### config.mk
export PLATFORM = sky130hd
export DESIGN_NAME = vot_top
export DESIGN_NICKNAME = d
export VERILOG_FILES = /design/src/vot_pkg.sv /design/src/vot_mem_if.sv /design/src/vot_backdoor_mem.sv /design/src/vot_top.sv
export SDC_FILE = /design/constraint.sdc
export NUM_CORES = 1
export LEC_CHECK = 0
export BUFFER_PORTS_ARGS = -buffer_cell sky130_fd_sc_hd__buf_4
export CORE_UTILIZATION = 50
export CTS_CLUSTER_DIAMETER = 60
export DETAILED_ROUTE_END_ITERATION = 16
export GPL_TIMING_DRIVEN = 0
export PLACE_DENSITY = 0.68
export SLEW_MARGIN = 5
export SYNTH_ARGS = -nofsm -noshare
export SYNTH_HDL_FRONTEND = slang
export SYNTH_SLANG_ARGS = --single-unit
### constraint.sdc
create_clock -name pclk -period 7.3 [get_ports pclk]
set_input_delay 1.46 -clock pclk [delete_from_list [all_inputs] [get_ports pclk]]
set_output_delay 1.46 -clock pclk [all_outputs]
set_load 0.05 [all_outputs]
### src/vot_pkg.sv
`default_nettype none
package vot_pkg;
  // register indices, byte address is four times the index
  localparam logic [7:0] IDX_CTRL03 = 8'h03;
  localparam logic [7:0] IDX_SHARED = 8'h0f;
  localparam logic [7:0] IDX_START_HI = 8'h11;
  localparam logic [7:0] IDX_START_LO = 8'h12;
  localparam logic [7:0] IDX_STOP_HI = 8'h13;
  localparam logic [7:0] IDX_STOP_LO = 8'h14;
  localparam logic [7:0] IDX_SYNC_CTRL = 8'h15;
  localparam logic [7:0] IDX_VB_START = 8'h18;
  localparam logic [7:0] IDX_VB_STOP = 8'h19;
  localparam logic [7:0] IDX_INDEX = 8'h20;
  localparam logic [7:0] IDX_DATA = 8'h21;
  localparam logic [7:0] IDX_STATUS = 8'h22;
  // reset values
  localparam logic [7:0] RST_SHARED = 8'h08;
  localparam logic [7:0] RST_SYNC_CTRL = 8'h01;
  localparam logic [7:0] RST_ZERO = 8'h00;
  // shared pin config fields
  localparam int SP_FID_LOCK = 7;
  localparam int SP_LINE_LOCK = 6;
  localparam int SP_FID_SUBCARRIER_LOCK_SERIAL_OUT = 3;
  localparam int SP_VS_LINE = 2;
  localparam int SP_REQ_ALT = 1;
  localparam int SP_PCLK = 0;
  // control 03 fields
  localparam int C3_VERTICAL_BLANK_OUT = 7;
  localparam int C3_GENERAL_PURPOSE_CTRL_OUT = 6;
  // start low field
  localparam int SL_ACT_VB = 7;
  // sync/lock output control fields
  localparam int SC_STABLE = 7;
  localparam int SC_FV_HI = 5;
  localparam int SC_FV_LO = 4;
  localparam int SC_AUTOINC = 3;
  localparam int SC_MODE1 = 2;
  localparam int SC_RTC = 0;
  // flag control codes
  localparam logic [1:0] FV_AUTO = 2'h0;
  localparam logic [1:0] FV_TOGGLE = 2'h1;
  localparam logic [1:0] FV_PULSE = 2'h2;
  // horizontal timing in output clocks
  localparam logic [10:0] HS_DELAY_NTSC = 11'd16;
  localparam logic [10:0] HS_DELAY_PAL = 11'd20;
  localparam logic [10:0] HS_DELAY_SECAM = 11'd40;
  localparam logic [10:0] BLANK_NTSC = 11'd272;
  localparam logic [10:0] BLANK_PAL = 11'd284;
  localparam logic [10:0] BLANK_SECAM = 11'd280;
  localparam logic [10:0] ACT_PIX_COUNT = 11'd1440;
  localparam logic [10:0] HS_WIDTH = 11'd64;
  // back-door memory
  localparam int MEM_AW = 4;
  localparam int MEM_DEPTH = 16;
  typedef enum logic [1:0] {STD_NTSC = 2'h0, STD_PAL = 2'h1, STD_SECAM = 2'h2} vot_std_type;
  typedef enum logic [1:0] {BUS_IDLE = 2'b01, BUS_DONE = 2'b10} vot_bus_type;
endpackage
`default_nettype wire

### src/vot_mem_if.sv
`default_nettype none
interface vot_mem_if;
  logic ce;
  logic we;
  logic [3:0] addr;
  logic [7:0] wdata;
  logic [7:0] rdata;
  modport ctrl (output ce, output we, output addr, output wdata, input rdata);
  modport mem (input ce, input we, input addr, input wdata, output rdata);
endinterface
`default_nettype wire

### src/vot_backdoor_mem.sv
`default_nettype none
module vot_backdoor_mem
  import vot_pkg::*;
(
  input wire logic pclk,
  input wire logic presetn,
  vot_mem_if.mem bus
);
  typedef struct packed {
    logic [MEM_DEPTH-1:0][7:0] word;
    logic [7:0] rdata;
  } vot_mem_state_type;
  vot_mem_state_type r_reg;
  vot_mem_state_type r_next;

  always_comb begin
    r_next = r_reg;
    if (bus.ce) begin
      if (bus.we) begin
        r_next.word[bus.addr] = bus.wdata;
      end
      r_next.rdata = r_reg.word[bus.addr];
    end
  end

  always_ff @(posedge pclk or negedge presetn) begin
    if (!presetn) begin
      r_reg <= '0;
    end else begin
      r_reg <= r_next;
    end
  end

  assign bus.rdata = r_reg.rdata;
endmodule
`default_nettype wire

### src/vot_top.sv
// The APB register port was chosen for this implementation.
`default_nettype none
module vot_top
  import vot_pkg::*;
(
  input wire logic pclk,
  input wire logic presetn,
  input wire logic ce,
  input wire logic psel,
  input wire logic penable,
  input wire logic pwrite,
  input wire logic [11:0] paddr,
  input wire logic [31:0] pwdata,
  output logic [31:0] prdata,
  output logic pready,
  output logic pslverr,
  input wire logic pix_ce,
  input wire logic [1:0] std_sel,
  input wire logic line_start,
  input wire logic field_start,
  input wire logic field_in,
  input wire logic vblank_in,
  input wire logic vsync_in,
  input wire logic alternating_line_flag,
  input wire logic vlock_in,
  input wire logic hlock_in,
  input wire logic subcarrier_lock_serial_out,
  input wire logic interrupt_request_out,
  input wire logic std_lines_in,
  input wire logic odd_lines_in,
  output logic field_identity_out,
  output logic sync_pin_out,
  output logic request_pin_out,
  output logic clk_pin_out,
  output logic active_window_flag,
  output logic hsync_out,
  output logic vflag_out,
  output logic fflag_out,
  output logic rtc_select_out,
  output logic rtc_mode1_out
);
  typedef struct packed {
    vot_bus_type bus;
    logic pready;
    logic pslverr;
    logic [7:0] prdata;
    logic [7:0] shared;
    logic [7:0] start_hi;
    logic [7:0] start_lo;
    logic [7:0] stop_hi;
    logic [7:0] stop_lo;
    logic [7:0] sync_ctrl;
    logic [7:0] ctrl03;
    logic [7:0] vbs;
    logic [7:0] vbe;
    logic [3:0] index;
    logic [9:0] start_val;
    logic [9:0] stop_val;
    logic [10:0] pix;
    logic [9:0] lc;
    logic [9:0] vb_rise;
    logic [9:0] vb_fall;
    logic [9:0] act_lines;
    logic vb_prev;
    logic v_ns;
    logic f_tog;
    logic clk_div;
    logic field_pin;
    logic sync_pin;
    logic req_pin;
    logic clk_pin;
    logic act;
    logic hs;
    logic vf;
    logic ff;
    logic rtc_m1;
  } vot_state_type;

  vot_state_type r_reg;
  vot_state_type r_next;
  vot_mem_if mem_if ();

  logic [7:0] idx;
  logic hit;
  logic done;
  logic [7:0] rd_data;
  logic rd_ok;
  logic [10:0] blank;
  logic [10:0] hs_delay;
  logic signed [12:0] pix_s;
  logic signed [12:0] start_pos;
  logic signed [12:0] stop_pos;
  logic signed [12:0] lc_s;
  logic signed [12:0] vb_lo;
  logic signed [12:0] vb_hi;
  logic vertical_blank_out;
  logic v_src;
  logic [10:0] act_end;
  logic [1:0] fv_code;

  function automatic logic signed [12:0] sext10(input logic [9:0] v);
    sext10 = $signed({{3{v[9]}}, v});
  endfunction

  function automatic logic signed [12:0] sext8(input logic [7:0] v);
    sext8 = $signed({{5{v[7]}}, v});
  endfunction

  assign idx = paddr[9:2];
  assign hit = (paddr[1:0] == 2'h0) && (paddr[11:10] == 2'h0);
  assign done = r_reg.pready && psel && penable;
  assign mem_if.ce = ce;
  assign mem_if.addr = r_reg.index;
  assign mem_if.wdata = pwdata[7:0];
  assign mem_if.we = done && pwrite && hit && (idx == IDX_DATA);

  vot_backdoor_mem u_mem (
    .pclk(pclk),
    .presetn(presetn),
    .bus(mem_if.mem)
  );

  always_comb begin
    case (std_sel)
      STD_PAL: begin
        blank = BLANK_PAL;
        hs_delay = HS_DELAY_PAL;
      end
      STD_SECAM: begin
        blank = BLANK_SECAM;
        hs_delay = HS_DELAY_SECAM;
      end
      default: begin
        blank = BLANK_NTSC;
        hs_delay = HS_DELAY_NTSC;
      end
    endcase
  end

  always_comb begin
    rd_ok = hit;
    case (idx)
      IDX_CTRL03: rd_data = r_reg.ctrl03;
      IDX_SHARED: rd_data = r_reg.shared;
      IDX_START_HI: rd_data = r_reg.start_hi;
      IDX_START_LO: rd_data = r_reg.start_lo;
      IDX_STOP_HI: rd_data = r_reg.stop_hi;
      IDX_STOP_LO: rd_data = r_reg.stop_lo;
      IDX_SYNC_CTRL: rd_data = r_reg.sync_ctrl;
      IDX_VB_START: rd_data = r_reg.vbs;
      IDX_VB_STOP: rd_data = r_reg.vbe;
      IDX_INDEX: rd_data = {4'h0, r_reg.index};
      IDX_DATA: rd_data = mem_if.rdata;
      IDX_STATUS: rd_data = {4'h0, vlock_in, hlock_in, r_reg.vf, r_reg.ff};
      default: begin
        rd_data = 8'h00;
        rd_ok = 1'b0;
      end
    endcase
  end

  // window and blanking geometry
  assign pix_s = $signed({2'b00, r_reg.pix});
  assign start_pos = $signed({2'b00, blank}) + sext10(r_reg.start_val);
  assign stop_pos = $signed({2'b00, blank + ACT_PIX_COUNT}) + sext10(r_reg.stop_val);
  assign lc_s = $signed({3'b000, r_reg.lc});
  assign vb_lo = $signed({3'b000, r_reg.vb_rise}) + sext8(r_reg.vbs);
  assign vb_hi = $signed({3'b000, r_reg.vb_fall}) + sext8(r_reg.vbe);
  assign vertical_blank_out = (lc_s >= vb_lo) && (lc_s < vb_hi);
  assign act_end = {1'b0, r_reg.vb_fall} + {1'b0, r_reg.act_lines};
  assign fv_code = r_reg.sync_ctrl[SC_FV_HI:SC_FV_LO];

  always_comb begin
    if (!std_lines_in) begin
      v_src = r_reg.v_ns;
    end else if (r_reg.sync_ctrl[SC_STABLE]) begin
      v_src = !(({1'b0, r_reg.lc} >= {1'b0, r_reg.vb_fall}) && ({1'b0, r_reg.lc} < act_end));
    end else begin
      v_src = vblank_in;
    end
  end

  always_comb begin
    r_next = r_reg;
    case (r_reg.bus)
      BUS_IDLE: begin
        if (psel && penable) begin
          r_next.pready = 1'b1;
          r_next.pslverr = !rd_ok;
          r_next.prdata = (pwrite || !rd_ok) ? 8'h00 : rd_data;
          r_next.bus = BUS_DONE;
        end
      end
      BUS_DONE: begin
        r_next.pready = 1'b0;
        r_next.pslverr = 1'b0;
        r_next.bus = BUS_IDLE;
        if (done && hit && pwrite) begin
          case (idx)
            IDX_CTRL03: r_next.ctrl03 = pwdata[7:0];
            IDX_SHARED: r_next.shared = pwdata[7:0];
            IDX_START_HI: r_next.start_hi = pwdata[7:0];
            IDX_START_LO: begin
              r_next.start_lo = pwdata[7:0];
              r_next.start_val = {r_reg.start_hi, pwdata[1:0]};
            end
            IDX_STOP_HI: r_next.stop_hi = pwdata[7:0];
            IDX_STOP_LO: begin
              r_next.stop_lo = pwdata[7:0];
              r_next.stop_val = {r_reg.stop_hi, pwdata[1:0]};
            end
            IDX_SYNC_CTRL: r_next.sync_ctrl = pwdata[7:0];
            IDX_VB_START: r_next.vbs = pwdata[7:0];
            IDX_VB_STOP: r_next.vbe = pwdata[7:0];
            IDX_INDEX: r_next.index = pwdata[3:0];
            default: r_next.index = r_reg.index;
          endcase
        end
        if (done && hit && (idx == IDX_DATA) && r_reg.sync_ctrl[SC_AUTOINC]) begin
          r_next.index = r_reg.index + 4'h1;
        end
      end
      default: begin
        r_next.bus = BUS_IDLE;
        r_next.pready = 1'b0;
      end
    endcase

    // pixel and line counters
    if (pix_ce) begin
      r_next.vb_prev = vblank_in;
      r_next.clk_div = !r_reg.clk_div;
      if (!r_reg.shared[SP_PCLK] || r_reg.clk_div) begin
        r_next.clk_pin = !r_reg.clk_pin;
      end
      if (line_start) begin
        r_next.pix = 11'h000;
        r_next.lc = r_reg.lc + 10'h001;
      end else if (r_reg.pix != 11'h7ff) begin
        r_next.pix = r_reg.pix + 11'h001;
      end
      if (field_start) begin
        r_next.lc = 10'h000;
        r_next.v_ns = 1'b1;
        r_next.f_tog = !r_reg.f_tog;
      end
      if (vblank_in && !r_reg.vb_prev) begin
        r_next.vb_rise = r_reg.lc;
        if (!r_reg.sync_ctrl[SC_STABLE]) begin
          r_next.act_lines = r_reg.lc - r_reg.vb_fall;
        end
      end
      if (!vblank_in && r_reg.vb_prev) begin
        r_next.vb_fall = r_reg.lc;
        r_next.v_ns = 1'b0;
      end
    end

    // pin multiplexing
    if (r_reg.shared[SP_FID_SUBCARRIER_LOCK_SERIAL_OUT]) begin
      r_next.field_pin = subcarrier_lock_serial_out;
    end else if (r_reg.shared[SP_FID_LOCK]) begin
      r_next.field_pin = vlock_in;
    end else begin
      r_next.field_pin = field_in;
    end
    if (!r_reg.shared[SP_VS_LINE]) begin
      r_next.sync_pin = vsync_in;
    end else if (r_reg.shared[SP_LINE_LOCK]) begin
      r_next.sync_pin = hlock_in;
    end else begin
      r_next.sync_pin = alternating_line_flag;
    end
    if (!r_reg.shared[SP_REQ_ALT]) begin
      r_next.req_pin = interrupt_request_out;
    end else if (r_reg.ctrl03[C3_VERTICAL_BLANK_OUT]) begin
      r_next.req_pin = vertical_blank_out;
    end else begin
      r_next.req_pin = r_reg.ctrl03[C3_GENERAL_PURPOSE_CTRL_OUT];
    end

    // timing flags
    r_next.hs = ({1'b0, r_reg.pix} >= {1'b0, hs_delay}) &&
                ({1'b0, r_reg.pix} < ({1'b0, hs_delay} + {1'b0, HS_WIDTH}));
    r_next.vf = v_src;
    r_next.act = (pix_s >= start_pos) && (pix_s < stop_pos) &&
                 !(r_reg.start_lo[SL_ACT_VB] && r_reg.vf);
    if (std_lines_in) begin
      r_next.ff = field_in;
    end else begin
      case (fv_code)
        FV_TOGGLE: r_next.ff = r_reg.f_tog;
        FV_PULSE: r_next.ff = (r_reg.lc == 10'h000);
        default: r_next.ff = odd_lines_in ? r_reg.f_tog : 1'b1;
      endcase
    end
    r_next.rtc_m1 = r_next.sync_ctrl[SC_RTC] & r_next.sync_ctrl[SC_MODE1];
  end

  always_ff @(posedge pclk or negedge presetn) begin
    if (!presetn) begin
      r_reg <= '0;
      r_reg.bus <= BUS_IDLE;
      r_reg.shared <= RST_SHARED;
      r_reg.sync_ctrl <= RST_SYNC_CTRL;
      r_reg.start_val <= 10'h000;
    end else if (ce) begin
      r_reg <= r_next;
    end
  end

  assign prdata = {24'h000000, r_reg.prdata};
  assign pready = r_reg.pready;
  assign pslverr = r_reg.pslverr;
  assign field_identity_out = r_reg.field_pin;
  assign sync_pin_out = r_reg.sync_pin;
  assign request_pin_out = r_reg.req_pin;
  assign clk_pin_out = r_reg.clk_pin;
  assign active_window_flag = r_reg.act;
  assign hsync_out = r_reg.hs;
  assign vflag_out = r_reg.vf;
  assign fflag_out = r_reg.ff;
  assign rtc_select_out = r_reg.sync_ctrl[SC_RTC];
  assign rtc_mode1_out = r_reg.rtc_m1;
endmodule
`default_nettype wire

==> results.toml <==
[clocking]
cts_buffers = 37
clockBufferDepth = 3
clk_pin_slew_ps = 60
cts_tree = "yes"
clock_latency_ps = 540
root_buffer = "clkbuf_16"
cts_hold_buffers = 0
cts.repair.resized = 0
cts_setup_buffers = 0
htreeDepth = 2
clkSinkCount = 303

[floorplanning]
die-area_um2 = 35600
pin_count = 109
start_util_pct = 50.6
num_rows = 68
core-area_um2 = 34500
fp.dieH_um = 189
die_x_um = 189

[hold_path]
hold_depth = 1
hold_class = "reg2reg"

[critical_path]
r2r_cells = 14
worstPathArrival_ps = 4620
worstPathCellList = "buf_4 -> nor4_1 -> and4_1 -> nand2_1 -> nor4_2 -> buf_4 -> mux2_2"
path_class = "in2reg"
crit_fanout = 10
critPathLaunchType = "input port"
cp_slowest_cell = "nor4_2"
cp-end-kind = "flip-flop"
crit_top_cell = "buf_4"
slowest_delay_ps = 1020
critPathRequiredTime_ps = 7700

[finish]
layout.nets = 1777
fillers = 2860
final_cell_mix = "dfrtp_1 (300), mux2_2 (230), ha_1 (112), buf_4 (88), o21ai_0 (66)"
syn_to_final_growth_pct = 13.7
mostFrequentLayoutCell = "dfrtp_1"
largest_reg_flops = 128
drive_gt1_share_pct = 28.3
utilization_pct = 57.5

[timing]
hold_viol_final = 0
tightest_slew_ps = 1260
clock_skew_ps = 25.9
min_period_ps = 4210
rsz0062_at_grt = "false"
fin_crit_sh_pct = 57.7
setup_viol = 0
tns_ps = 0
slew_viol_final = 0
max_slew_margin_pct = 15.4
max_clock_freq_ghz = 0.237

[placement]
gp_congestion = 0.932
post-dp-hpwl_mm = 32.4
port_buffers = 56

[drt]
drtPass1Iterations = 5
drtIter0Drc = 647
via_per_inst = 5.85
wl_per_cell_um = 21.4
vias = 12200
drc = 0
routed_wl_mm = 44.5
postRouteAntennaNets = 0

[synth]
yosys.area.top_type = "dfrtp_1"
ys_types = 75
ys.flop_type = "dfrtp_1"
synth_seq_cells = 303
synth_top_area_share_pct = 43.0
yosysSeqAreaShare_pct = 43.5
syn_inst = 1474
synth_area_um2 = 17400
ys_top_cells_by_area = "dfrtp_1 (43%), mux2_2 (15%), ha_1 (8.0%)"
synthArstFlopShare_pct = 100
syn_area_per_cell_um2 = 11.8
yosys_warnings = 0
synth_edf_count = 0

[global_route]
antenna_found_initial = 0
grt_max_degree = 118
grt_util_all_layers_pct = 25.6
grt_pass1_wl_mm = 70.0
grt-ovfl-total = 0
first_global_vias = 12200

[job]
drv_cap = 0

[pwr]
ir_drop_v = 0.000174
leakage_nw = 9.75
p_per_area_nw_per_um2 = 218

[outcome]
status = "finished clean"
## power by group
part           internal, W  switching [W]  total (W)
combinational     0.000260       0.000385   0.000645
sequential         0.00174      0.0000681    0.00181
clock              0.00114       0.000731    0.00187
## synth_stat cells (21+ instances only)
| library cell | instances |
|---|---|
| a21oi_1 | 53 |
| dfrtp_1 | 300 |
| nor3_1 | 21 |
| xnor2_1 | 30 |
| mux4_2 | 40 |
| ha_1 | 112 |
| nor2_1 | 63 |
| nand3_1 | 24 |
| nand2_1 | 65 |
| o21ai_0 | 66 |
| buf_4 | 33 |
| clkbuf_1 | 51 |
| inv_1 | 57 |
| xor2_1 | 29 |
| mux2_2 | 230 |
## routing by layer
metal / track usage [%] / part of all wire, %
met1: 34.1 / 43
met2: 41.9 / 47
met3: 4.77 / 6.0
met4: 9.09 / 3.4
met5: 0 / 0
## final timing paths
check | start | endpoint | slack, ps
hold reg to reg | r_reg[10] | r_reg[10] | 470
min in group asynchronous | presetn | r_reg[19] | 920
hold / removal | r_reg[10] | r_reg[10] | 470
setup / recovery | paddr[11] | r_reg[143] | 3090
setup reg to reg | r_reg[23] | vflag_out | 3750
max in group asynchronous | presetn | u_mem.r_reg[65] | 5390
## cells by family (layout without fill, tap and decap cells)
kind of cell / count (synthesis) / count (layout) / share of synthesized area [%]
adder cells (fa/ha/maj): 118 / 118 / 8.72
buffers and inverters: 151 / 275 / 3.97
multiplexers: 297 / 297 / 21.6
XOR/XNOR: 59 / 59 / 2.96
AO/OA/AOI/OAI: 257 / 257 / 9.74
other: 1 / 25 / 0.0215
flip-flops: 303 / 303 / 43.5
AND/OR/NAND/NOR: 288 / 288 / 9.45
## metrics by stage
stage | worst slack [ps] | instances | instance area, um2 | total power [W] | hold WS [ps]
final | 3090 | 2077 | 19800 | 0.00433 | 467
after global placement | 2080 | 2008 | 18500 | 0.00246 | 450
after CTS | 3140 | 2076 | 19800 | 0.00436 | 467
after floorplan | 3120 | 1497 | 17500 | 0.00227 | 435
after global routing | 2990 | 2076 | 19800 | 0.00450 | 480
after detailed placement | 2620 | 2010 | 18600 | 0.00248 | 459
## area by class of cell
cell class / instances / area, um2 / area share, %
clock buffers: 51 / 1030 / 5.19
clock inverters: 15 / 213 / 1.07
inverters: 57 / 214 / 1.08
plain buffers: 94 / 479 / 2.42
well taps: 455 / 569 / 2.87
repair buffers: 58 / 483 / 2.44
diodes: 1 / 2.50 / 0.0126
multi-input cells: 1043 / 9250 / 46.7
flip-flops and latches: 303 / 7590 / 38.3
## critical path, delay by kind of cell
kind	cells	cell delay [ps]
simple gates	4	2340
buf+inv	2	460
mux	1	350
Power figures use the tool's default switching activity.
